$ cat src/common/metering_defs.svh
`ifndef METERING_DEFS_SVH
`define METERING_DEFS_SVH

// Serial frame: 8-bit command then up to 16 data bits.
`define CMD_BITS        8
`define DATA_BITS       16
`define CMD_WRITE_BIT   7
// Command addresses (low bits of the command byte).
`define ADDR_IRQ_MASK   7'h01
`define ADDR_STATUS     7'h02
`define ADDR_PULSE_DIV  7'h03
`define ADDR_SAG_LEVEL  7'h04
`define ADDR_SAG_CYCLES 7'h05
`define ADDR_SAMPLE     7'h06
// Reset values.
`define PULSE_DIV_RST   16'h0001
`define SAG_LEVEL_RST   16'h0100
`define SAG_CYCLES_RST  16'h0004
`define IRQ_MASK_RST    3'h0
// Interrupt source bit positions.
`define IRQ_ROLLOVER    0
`define IRQ_HALF        1
`define IRQ_SAMPLE      2
// Energy accumulator width.
`define ACC_BITS        24
// Nominal master clock in Hz.
`define MCLK_HZ         3579545

`endif

$ cat src/common/metering_pkg.sv
package metering_pkg;
    typedef enum logic [2:0] {
        ST_IDLE = 3'b001,
        ST_CMD  = 3'b010,
        ST_DATA = 3'b100
    } ser_state_e;
    typedef logic [15:0] word_t;
endpackage : metering_pkg

$ cat src/common/sync_if.sv
`timescale 1ns/10ps
`default_nettype none
interface sync_if;
    logic raw_sclk;
    logic raw_cs_b;
    logic raw_din;
    logic sclk_rise;
    logic sclk_fall;
    logic cs_b;
    logic din;
    modport sync (input raw_sclk, raw_cs_b, raw_din,
                  output sclk_rise, sclk_fall, cs_b, din);
    modport user (output raw_sclk, raw_cs_b, raw_din,
                  input sclk_rise, sclk_fall, cs_b, din);
endinterface : sync_if
`default_nettype wire

$ cat src/hdl/pin_sync.sv
`timescale 1ns/10ps
`default_nettype none
module pin_sync (
    // Clock and reset
    input  wire logic clk_sys_i,
    input  wire logic rst_b_i,
    // Pins and edges
    sync_if.sync      s
);
    logic [2:0] meta;
    logic [2:0] stable;
    logic       sclk_prev;
    logic [2:0] next_meta;
    logic [2:0] next_stable;
    logic       next_sclk_prev;

    always_comb begin
        next_meta      = {s.raw_din, s.raw_cs_b, s.raw_sclk};
        next_stable    = meta;
        next_sclk_prev = stable[0];
    end

    always_ff @(posedge clk_sys_i or negedge rst_b_i) begin
        if (!rst_b_i) begin
            // Reset to the idle pin levels, so no false edge follows reset.
            meta      <= 3'h3;
            stable    <= 3'h3;
            sclk_prev <= 1'b1;
        end else begin
            meta      <= next_meta;
            stable    <= next_stable;
            sclk_prev <= next_sclk_prev;
        end
    end

    // Edges are taken from the second and third stages.
    assign s.sclk_rise = stable[0] & ~sclk_prev; // RL13
    assign s.sclk_fall = ~stable[0] & sclk_prev; // RL13
    assign s.cs_b      = stable[1];
    assign s.din       = stable[2];
endmodule : pin_sync
`default_nettype wire

$ cat src/hdl/metering_pins.sv
// Summary of operation
// RL1 - Serial port takes part only while chip select is low.
// RL2 - Data output changes on serial clock rising edge.
// RL3 - Data output undriven except while shifting read data; here it stays driven after the last read bit until deselect.
// RL4 - Data input sampled on serial clock falling edge.
// RL5 - Interrupt pin pulled low when any enabled source pending.
// RL6 - Sag pin low on missing crossings or low level too long.
// RL7 - Zero-cross output toggles at each voltage crossing.
// RL8 - Zero-cross output high on rising, low on falling crossing.
// RL9 - Energy pulse rate set by software divider value.
// RL10 - All logic timed from the master clock.
// RL11 - Reset low holds every register and the serial port reset.
// RL12 - Deselect ignores clock and data and abandons transfer.
// RL13 - Serial pins synchronised before use.
`timescale 1ns/10ps
`default_nettype none
`include "metering_defs.svh"
module metering_pins #(
    parameter int ACC_W = `ACC_BITS
) (
    // Clock and reset
    input  wire logic                 clk_sys_i,
    input  wire logic                 rst_b_i,
    // Serial port
    input  wire logic                 sclk_i,
    input  wire logic                 cs_b_i,
    input  wire logic                 din_i,
    output logic                      dout_o,
    output logic                      dout_oe_o,
    // Datapath inputs
    input  wire logic                 sample_valid_i,
    input  wire metering_pkg::word_t  voltage_i,
    input  wire metering_pkg::word_t  power_i,
    // Status pins, irq and sag open drain, zero cross and pulse driven
    output logic                      irq_oe_o,
    output logic                      sag_oe_o,
    output logic                      zero_cross_out_o,
    output logic                      energy_pulse_out_o
);
    import metering_pkg::*;

    sync_if sif ();
    assign sif.raw_sclk = sclk_i;
    assign sif.raw_cs_b = cs_b_i;
    assign sif.raw_din  = din_i;
    pin_sync u_sync (.clk_sys_i(clk_sys_i), .rst_b_i(rst_b_i), .s(sif)); // RL13

    ser_state_e         state, next_state;
    logic [4:0]         bit_cnt, next_bit_cnt;
    logic [7:0]         cmd, next_cmd;
    word_t              shreg, next_shreg;
    logic               dout, next_dout, oe, next_oe;
    word_t              pulse_div, next_pulse_div;
    word_t              sag_level, next_sag_level;
    word_t              sag_cycles, next_sag_cycles;
    logic [2:0]         irq_mask, next_irq_mask;
    logic [2:0]         status, next_status;
    word_t              last_sample, next_last_sample;
    logic [ACC_W-1:0]   acc, next_acc;
    word_t              pdiv_cnt, next_pdiv_cnt;
    logic               pulse, next_pulse;
    logic               zx, next_zx;
    word_t              low_cnt, next_low_cnt;
    word_t              nozx_cnt, next_nozx_cnt;
    logic               sag, next_sag, irq, next_irq;
    logic [ACC_W-1:0]   acc_sum;
    logic               carry;
    word_t              mag;
    logic               crossing;
    logic [2:0]         read_clear;
    word_t              rd_word;

    always_comb begin
        unique case (cmd[6:0])
            `ADDR_IRQ_MASK:   rd_word = {13'h0000, irq_mask};
            `ADDR_STATUS:     rd_word = {13'h0000, status};
            `ADDR_PULSE_DIV:  rd_word = pulse_div;
            `ADDR_SAG_LEVEL:  rd_word = sag_level;
            `ADDR_SAG_CYCLES: rd_word = sag_cycles;
            `ADDR_SAMPLE:     rd_word = last_sample;
            default:          rd_word = 16'h0000;
        endcase
    end

    // Serial engine.
    always_comb begin
        next_state      = state;
        next_bit_cnt    = bit_cnt;
        next_cmd        = cmd;
        next_shreg      = shreg;
        next_dout       = dout;
        next_oe         = oe;
        next_pulse_div  = pulse_div;
        next_sag_level  = sag_level;
        next_sag_cycles = sag_cycles;
        next_irq_mask   = irq_mask;
        read_clear      = 3'h0;
        if (sif.cs_b) begin // RL12
            next_state   = ST_IDLE;
            next_bit_cnt = 5'h00;
            next_oe      = 1'b0; // RL3
        end else begin // RL1
            unique case (state)
                ST_IDLE: begin
                    next_state   = ST_CMD;
                    next_bit_cnt = 5'h00;
                end
                ST_CMD: begin
                    if (sif.sclk_fall) begin // RL4
                        next_cmd     = {cmd[6:0], sif.din};
                        next_bit_cnt = bit_cnt + 5'h01;
                        if (bit_cnt == 5'(`CMD_BITS - 1)) begin
                            next_state   = ST_DATA;
                            next_bit_cnt = 5'h00;
                            next_shreg   = 16'h0000;
                        end
                    end
                end
                ST_DATA: begin
                    if (!cmd[`CMD_WRITE_BIT]) begin
                        if (sif.sclk_rise) begin // RL2
                            next_oe = 1'b1; // RL3
                            next_dout = (bit_cnt == 5'h00) ? rd_word[15]
                                                           : shreg[15];
                            next_shreg = (bit_cnt == 5'h00)
                                       ? {rd_word[14:0], 1'b0}
                                       : {shreg[14:0], 1'b0};
                            if (bit_cnt == 5'h00 &&
                                cmd[6:0] == `ADDR_STATUS) begin
                                read_clear = status;
                            end
                        end
                        if (sif.sclk_fall) begin
                            next_bit_cnt = bit_cnt + 5'h01;
                            if (bit_cnt == 5'(`DATA_BITS - 1)) begin
                                next_state = ST_IDLE;
                            end
                        end
                    end else if (sif.sclk_fall) begin // RL4
                        next_shreg   = {shreg[14:0], sif.din};
                        next_bit_cnt = bit_cnt + 5'h01;
                        if (bit_cnt == 5'(`DATA_BITS - 1)) begin
                            next_state = ST_IDLE;
                            unique case (cmd[6:0])
                                `ADDR_IRQ_MASK:
                                    next_irq_mask = next_shreg[2:0];
                                `ADDR_PULSE_DIV: // RL9
                                    next_pulse_div = next_shreg;
                                `ADDR_SAG_LEVEL:  next_sag_level = next_shreg;
                                `ADDR_SAG_CYCLES:
                                    next_sag_cycles = next_shreg;
                                default: ;
                            endcase
                        end
                    end
                end
                default: next_state = ST_IDLE;
            endcase
        end
    end

    // Energy, zero crossing and sag, all on the master clock.
    always_comb begin // RL10
        {carry, acc_sum} = {1'b0, acc} + {{(ACC_W-16){1'b0}}, power_i};
        mag = voltage_i[15] ? 16'(~voltage_i + 16'h0001) : voltage_i;
        next_acc         = acc;
        next_last_sample = last_sample;
        next_zx          = zx;
        next_pulse       = 1'b0;
        next_pdiv_cnt    = pdiv_cnt;
        next_low_cnt     = low_cnt;
        next_nozx_cnt    = nozx_cnt;
        crossing         = 1'b0;
        // Sources set after the read clear so a new event wins.
        next_status      = status & ~read_clear;
        if (sample_valid_i) begin
            next_acc         = acc_sum;
            next_last_sample = voltage_i;
            next_status[`IRQ_SAMPLE] = 1'b1; // RL5
            if (carry) next_status[`IRQ_ROLLOVER] = 1'b1;
            if (acc_sum[ACC_W-1] && !acc[ACC_W-1]) begin
                next_status[`IRQ_HALF] = 1'b1;
            end
            if (voltage_i[15] == zx) begin // RL7
                next_zx  = ~voltage_i[15]; // RL8
                crossing = 1'b1;
            end
            next_low_cnt  = (mag < sag_level) ? low_cnt + 16'h0001 : 16'h0000;
            next_nozx_cnt = crossing ? 16'h0000 : nozx_cnt + 16'h0001;
            if (power_i != 16'h0000) begin
                if (pdiv_cnt >= pulse_div - 16'h0001) begin // RL9
                    next_pdiv_cnt = 16'h0000;
                    next_pulse    = 1'b1;
                end else begin
                    next_pdiv_cnt = pdiv_cnt + 16'h0001;
                end
            end
        end
        next_sag = (next_low_cnt >= sag_cycles) ||
                   (next_nozx_cnt >= sag_cycles); // RL6
        next_irq = |(status & irq_mask); // RL5
    end

    always_ff @(posedge clk_sys_i or negedge rst_b_i) begin
        if (!rst_b_i) begin // RL11
            state       <= ST_IDLE;
            bit_cnt     <= 5'h00;
            cmd         <= 8'h00;
            shreg       <= 16'h0000;
            dout        <= 1'b0;
            oe          <= 1'b0;
            pulse_div   <= `PULSE_DIV_RST;
            sag_level   <= `SAG_LEVEL_RST;
            sag_cycles  <= `SAG_CYCLES_RST;
            irq_mask    <= `IRQ_MASK_RST;
            status      <= 3'h0;
            last_sample <= 16'h0000;
            acc         <= '0;
            pdiv_cnt    <= 16'h0000;
            pulse       <= 1'b0;
            zx          <= 1'b0;
            low_cnt     <= 16'h0000;
            nozx_cnt    <= 16'h0000;
            sag         <= 1'b0;
            irq         <= 1'b0;
        end else begin
            state       <= next_state;
            bit_cnt     <= next_bit_cnt;
            cmd         <= next_cmd;
            shreg       <= next_shreg;
            dout        <= next_dout;
            oe          <= next_oe;
            pulse_div   <= next_pulse_div;
            sag_level   <= next_sag_level;
            sag_cycles  <= next_sag_cycles;
            irq_mask    <= next_irq_mask;
            status      <= next_status;
            last_sample <= next_last_sample;
            acc         <= next_acc;
            pdiv_cnt    <= next_pdiv_cnt;
            pulse       <= next_pulse;
            zx          <= next_zx;
            low_cnt     <= next_low_cnt;
            nozx_cnt    <= next_nozx_cnt;
            sag         <= next_sag;
            irq         <= next_irq;
        end
    end

    assign dout_o             = dout;
    assign dout_oe_o          = oe;
    assign irq_oe_o           = irq;
    assign sag_oe_o           = sag;
    assign zero_cross_out_o   = zx;
    assign energy_pulse_out_o = pulse;

    dout_quiet_a: assert property (@(posedge clk_sys_i) disable iff (!rst_b_i)
        sif.cs_b |=> !oe) else $error("dout driven while deselected"); // RL3
    dout_edge_a: assert property (@(posedge clk_sys_i) disable iff (!rst_b_i)
        (oe && $changed(dout)) |-> $past(sif.sclk_rise))
        else $error("dout changed off rising edge"); // RL2
    idle_deselect_a: assert property (@(posedge clk_sys_i) disable iff (!rst_b_i)
        sif.cs_b |=> state == ST_IDLE)
        else $error("transfer kept while deselected"); // RL12
    irq_mask_a: assert property (@(posedge clk_sys_i) disable iff (!rst_b_i)
        |(status & irq_mask) |=> irq) else $error("irq not raised"); // RL5
    irq_off_a: assert property (@(posedge clk_sys_i) disable iff (!rst_b_i)
        !(|(status & irq_mask)) |=> !irq) else $error("irq stuck"); // RL5
    zx_up_a: assert property (@(posedge clk_sys_i) disable iff (!rst_b_i)
        (sample_valid_i && !voltage_i[15]) |=> zx)
        else $error("zero cross not high"); // RL8
    zx_down_a: assert property (@(posedge clk_sys_i) disable iff (!rst_b_i)
        (sample_valid_i && voltage_i[15]) |=> !zx)
        else $error("zero cross not low"); // RL7
    sag_set_a: assert property (@(posedge clk_sys_i) disable iff (!rst_b_i)
        (low_cnt >= sag_cycles) |-> sag) else $error("sag missing"); // RL6
    pulse_one_a: assert property (@(posedge clk_sys_i) disable iff (!rst_b_i)
        pulse |=> !pulse) else $error("pulse too long"); // RL9
endmodule : metering_pins
`default_nettype wire

$ cat config.mk
export PLATFORM = sky130hd
export DESIGN_NAME = metering_pins
export DESIGN_NICKNAME = d
export VERILOG_FILES = /design/src/common/metering_pkg.sv /design/src/common/sync_if.sv /design/src/hdl/pin_sync.sv /design/src/hdl/metering_pins.sv
export VERILOG_INCLUDE_DIRS = /design/src /design/src/common
export SDC_FILE = /design/constraint.sdc
export NUM_CORES = 1
export LEC_CHECK = 0
export BUFFER_PORTS_ARGS = -buffer_cell sky130_fd_sc_hd__buf_2
export CAP_MARGIN = 20
export CORE_UTILIZATION = 60
export CTS_CLUSTER_SIZE = 25
export DETAILED_ROUTE_END_ITERATION = 8
export GPL_ROUTABILITY_DRIVEN = 0
export PLACE_DENSITY_LB_ADDON = 0.25
export SLEW_MARGIN = 20
export SYNTH_ARGS = -nofsm -noshare
export SYNTH_HDL_FRONTEND = slang
export SYNTH_HIERARCHICAL = 1
export SYNTH_SLANG_ARGS = --single-unit
$ cat constraint.sdc
create_clock -name clk_sys_i -period 7.4 [get_ports clk_sys_i]
set_clock_uncertainty 0.2 [all_clocks]
set_input_delay 0.37 -clock clk_sys_i [delete_from_list [all_inputs] [get_ports clk_sys_i]]
set_output_delay 0.37 -clock clk_sys_i [all_outputs]
set_load 0.02 [all_outputs]
Yosys cells after proc, flatten, opt, wreduce, memory -nomap -nowiden --
Cells that the tools add are included.
Storage, ports and cells: register bits 187, bits in latches 0, memory bits (writable) 0, ROM bits 0, input port bits 38, output and inout port bits 6, logic and storage cells 132, memories kept 0
Cells by class: $add $sub $neg 7, multiply operators 0, div/mod/pow operators 0, magnitude comparators 4, equality and inequality tests 21, shift-type cells 0, mux-type cells 43, bitwise logic cells 11, reductions and logical operators 23
Operator list (number):
- $mux W16 | 12
- $pmux W16 S6 | 1
- $add A16 B1 Y16 const B | 4
- $ge A16 B16 Y1 | 3
- $mux W3 | 11
- $pmux W16 S2 | 1
- $reduce_and A6 Y1 | 5
- $add A24 B16 Y25 | 1
- $eq A7 B3 Y1 const B | 3
- $mux W5 | 4
- $lt A16 B16 Y1 | 1
- $not A16 Y16 | 1
- $reduce_bool A16 Y1 | 1
- $sub A16 B1 Y16 const B | 1
- $pmux W5 S3 | 1
- $eq A7 B2 Y1 const B | 2
- $mux W1 | 12
- $ne A3 B2 Y1 const B | 4
- $pmux W3 S3 | 1
- $reduce_and A3 Y1 | 3
- $reduce_and A4 Y1 | 2
- $eq A7 B1 Y1 const B | 1
- $and A3 B3 Y3 | 2
- $ne A3 B3 Y1 const B | 2
- 20 further kinds | 30

Depth between registers and ports, before layout --
word-level depth 11, depth in mapped cells 22, mapped depth without buffers 22

Modules after synthesis --
Netlist, hierarchy kept.
Modules (own cells, without submodules):
- metering_pins | times used 1, cells an instance 1127, area an instance 10923.0 um2, sequential area each 4509.3 um2
- pin_sync | times used 1, cells an instance 9, area an instance 196.4 um2, sequential area each 181.4 um2

Least setup slack after synthesis --
No wires, ideal clock.
path type input to register, start point input voltage_i[5], end point register sag (netlist: sag_oe_o), setup time 0.135 ns, arrival 4.386 ns, path slack 2.679 ns, cell stages on the path 22, buffers on the path 0, cell sequence or4_4 -> or3_4 -> nor3_4 -> nand3_2 -> o41ai_2 -> xnor2_1 -> ha_1 -> a21o_1 -> a21o_1 -> a21oi_1 -> o21ai_0 -> a21o_1 -> nor2_1 -> mux2i_1 -> ha_1 -> nand2b_1 -> a21o_1 -> a21o_1 -> a211oi_1 -> o21ai_0 -> a221oi_1 -> o211ai_1
On the way: word-level cells in the longest chain between the ends 8
RTL lines:
- start: declaration | RTL line metering_pins.sv:32 | input wire metering_pkg::word_t voltage_i,
- $not A16 Y16 | RTL line metering_pins.sv:165 | mag = voltage_i[15] ? 16'(~voltage_i + 16'h0001) : voltage_i;
- $add A16 B1 Y16 | RTL line metering_pins.sv:165
- $mux W16 * | RTL line metering_pins.sv:165
- $lt A16 B16 Y1 * | RTL line metering_pins.sv:188 | next_low_cnt = (mag < sag_level) ? low_cnt + 16'h0001 : 16'h0000;
- $mux W16 * | RTL line metering_pins.sv:188
- $mux W16 * | RTL line metering_pins.sv:176 | if (sample_valid_i) begin
- $ge A16 B16 Y1 * | RTL line metering_pins.sv:199 | next_sag = (next_low_cnt >= sag_cycles) ||
- $logic_or A1 B1 Y1 * | RTL line metering_pins.sv:199
- named net next_sag | RTL line metering_pins.sv:65 | logic sag, next_sag, irq, next_irq;
- end signal: assignment | RTL line metering_pins.sv:245 | sag <= next_sag;
- end: declaration | RTL line metering_pins.sv:65
The timed path passes the listed nets; every way through them passes the cells marked *. A chain may end at the register's enable or synchronous reset.

Worst setup path after layout --
Same ends and word-level chain as after synthesis.

==> results.md <==
- Status: complete, but fails checks
- Failing checks: DRC
- Vias in the first global route: 8299
- Cells after DPL: 1369
- Register bit count reported by yosys: between 150 and 200
- R2R Setup Slk: 3.58 ns
- Setup-failing EPs final: 0
- CP Launch Type: input pin
- Netlist cell types: 70
- CTS root buf: clkbuf_16
- Pin count of the biggest net entering global routing: 83
- Core Box Area: 0.0181 mm²
- GRT Total Usage: 26.5%
- Count of maximum capacitance violations: 0
- Reg2Reg Depth: 14
- Routed wire length: 24100 µm
- Worst ir drop on vdd: 0.194 mV
- Post-Synthesis Cells: 1136
- Syn Std Cell Area: 0.0111 mm²
- Cells resized by post-CTS repair: 0
- DR vias/cell: around 6
- CP max stage cell: or4_4
- PortBufs: 43
- Via count: 8519
- PwrDens: 232 mW/mm²
- DP Area: 0.0115 mm²
- Final TNS setup: 0 ns
- Postcts setup bufs: 0
- Fmax: 181 MHz
- Average size of a mapped cell: 9.79 µm²
- Routed Antenna Nets: 0
- CP most frequent cell: a21o_1
- Final instance area: 0.0122 mm²
- CTS H-tree depth: 4
- Die width: 138 µm
- Full die area: 0.0191 mm²
- WL per Instance: approximately 17 µm
- Arrival time worst endpoint: 5.63 ns
- Final hold vios: 0
- Slew headroom: 30.8%
- Crit-path cells: dlygate4sd3_1, buf_2, or4_4, or3_4, nor3_4, nand3_2, o41ai_2, xnor2_1, ha_1, a21o_1, a21o_1, a21oi_1, o21ai_0, a21o_1, nor2_1, mux2i_1, ha_1, nand2b_1, a21o_1, a21o_1, a211oi_1, o21ai_0, a221oi_1, o211ai_1
- Asr flop ratio synth: 100%
- Area Overhead vs Synth: 9.32%
- Crit-path max FO: 7
- CTS tree: built
- WHS: 0.0254 ns
- HP Class: in -> reg
- Slew Limit Fails: 0
- Req. time, crit path: 7.51 ns
- Diode count: 0
- Grt ovf: 0
- Worst Setup Path Type: in -> reg
- Layout cells sized above 1: 13.5%
- Io pins: 44
- Top_reg_cell synth: dfrtp_1
- Core Rows: 49
- Dpl ws: 2.06 ns
- 1st-iter DRT viols: 615
- Drt first pass iters: 9
- Final Critical Period: 5.51 ns
- Number of synthesized flops with an enable pin: 0
- CTS Sinks: roughly 190
- Final setup margin: approximately 1.9 ns
- Worst path max stage delay: 0.56 ns
- Total Power: approximately 2.8 mW
- Worst-Margin Slew: 1.04 ns
- Syn nets: 1263
- CP Capture Type: flip-flop
- Synthesis Warnings: 6
- Fin util: 67.2%
- Initial antenna violation count: 0
- Initial core utilization: 61.5%
- Clock Tree Buf Depth: 2
- Register area share after synthesis: 42.2%
- HPWL after detailed placement: between 15000 and 20000 µm
- CTS Buf Count: 17
- Worst skew pair latency: between 0.4 and 0.5 ns
- Unrepaired setup endpoints after global routing: false
- First-pass GRT wire length: just over 40000 µm
- Static Leak: 5.56 nW
- Fin nets: 1291
- Fin cells: 1406
- Clock-pin slew on the worst setup and hold paths: 0.07 ns
- Die height: 138 µm
- Hold depth: 2
- Final clock period utilization by the worst path: 74.5%
- DRC viols: 8
flip-flops by register name, summed over array words and instances, names as in the netlist, 3 cells and up:
name / cells
irq_mask: 3
u_sync/meta: 3
sag_cycles: 16
sag_level: 16
low_cnt: 16
shreg: 16
nozx_cnt: 16
pdiv_cnt: 16
status: 3
pulse_div: 16
u_sync/stable: 3
acc: 24
last_sample: 16
cmd: 8
state: 3
bit_cnt: 5
area by class of cell:
class | count | area (µm²)
inverter | 63 | 236
timing repair buffer | 54 | 319
clock buffer | 18 | 439
tap | 229 | 287
clock inverter | 14 | 170
multi-input combinational | 841 | 6010
fill | 1381 | 5930
sequential | 187 | 4690
layer usage:
metal | global-route usage, % | up-vias | wire [µm]
li1 | - | 4097 | -
met1 | 35.8 | 4158 | 11000
met2 | 42.5 | 214 | 11400
met3 | 3.67 | 50 | 893
met4 | 12.5 | 0 | 844
met5 | 0 | - | 0
kinds of logic (layout without fill, tap and decap cells):
logic type | count (synthesis) | count (layout) | share of synthesized area (%)
xor+xnor | 80 | 80 | 6.30
fa+ha+maj | 89 | 89 | 10.1
mux | 77 | 77 | 7.57
compound gates | 254 | 254 | 14.7
simple gates | 341 | 341 | 15.4
flops | 187 | 187 | 42.2
buf+inv | 108 | 149 | 3.81
report_power, final:
| part | internal (mW) | switching, mW |
|---|---|---|
| Sequential | 1.12 | 0.0888 |
| Combinational | 0.306 | 0.359 |
| Clock | 0.542 | 0.411 |
synth_stat cells, types with 16 or more instances:
cell | instances | area, µm²
a22oi_1 | 28 | 210
ha_1 | 88 | 1100
nand2_1 | 98 | 368
dfrtp_1 | 178 | 4450
and3_1 | 16 | 100
mux2_2 | 57 | 642
xnor2_1 | 49 | 429
nor2_1 | 85 | 319
nor3_1 | 20 | 100
nand4_1 | 19 | 119
a21oi_1 | 45 | 225
mux2i_1 | 20 | 200
a21o_1 | 28 | 210
clkbuf_1 | 34 | 128
nand3_1 | 26 | 130
nor2b_1 | 16 | 100
inv_1 | 62 | 233
xor2_1 | 31 | 272
o21ai_0 | 94 | 470
critical path: cells and delay by family:
kind / cells / cell delay, ns
AO/OA/AOI/OAI: 12 / 2.20
multiplexers: 1 / 0.12
AND/OR/NAND/NOR: 6 / 1.49
buffers and inverters: 2 / 0.68
adder cells (fa/ha/maj): 2 / 0.59
XOR/XNOR: 1 / 0.17
final timing paths:
check / start / to
worst max-delay path: voltage_i[5] / sag_oe_o
worst min-delay path: voltage_i[1] / last_sample[1]
worst max register to register: pulse_div[0] / pdiv_cnt[0]
worst min register to register: u_sync/meta[0] / u_sync/stable[0]
max in group asynchronous: rst_b_i / last_sample[0]
min in group asynchronous: rst_b_i / energy_pulse_out_o
layout by cell type (no fill, tap or decap), types with 17 or more instances in the layout:
cell         n
mux2i_1     20
mux2_2      57
clkbuf_16   17
nand4_1     19
a21o_1      28
a22oi_1     28
o21ai_0     94
nand3_1     26
nor2_1      85
xor2_1      31
a21oi_1     45
nand2_1     98
inv_1       62
buf_2       42
xnor2_1     49
dfrtp_1    178
ha_1        88
nor3_1      20
what timing repair did:
action / 4_1_cts / 5_1_grt
endpoints found under the hold margin: 76 / 0
hold buffers: 5 / 0
endpoints found under the setup margin: 0 / 0
No activity file was read; power rests on OpenSTA's default activity.
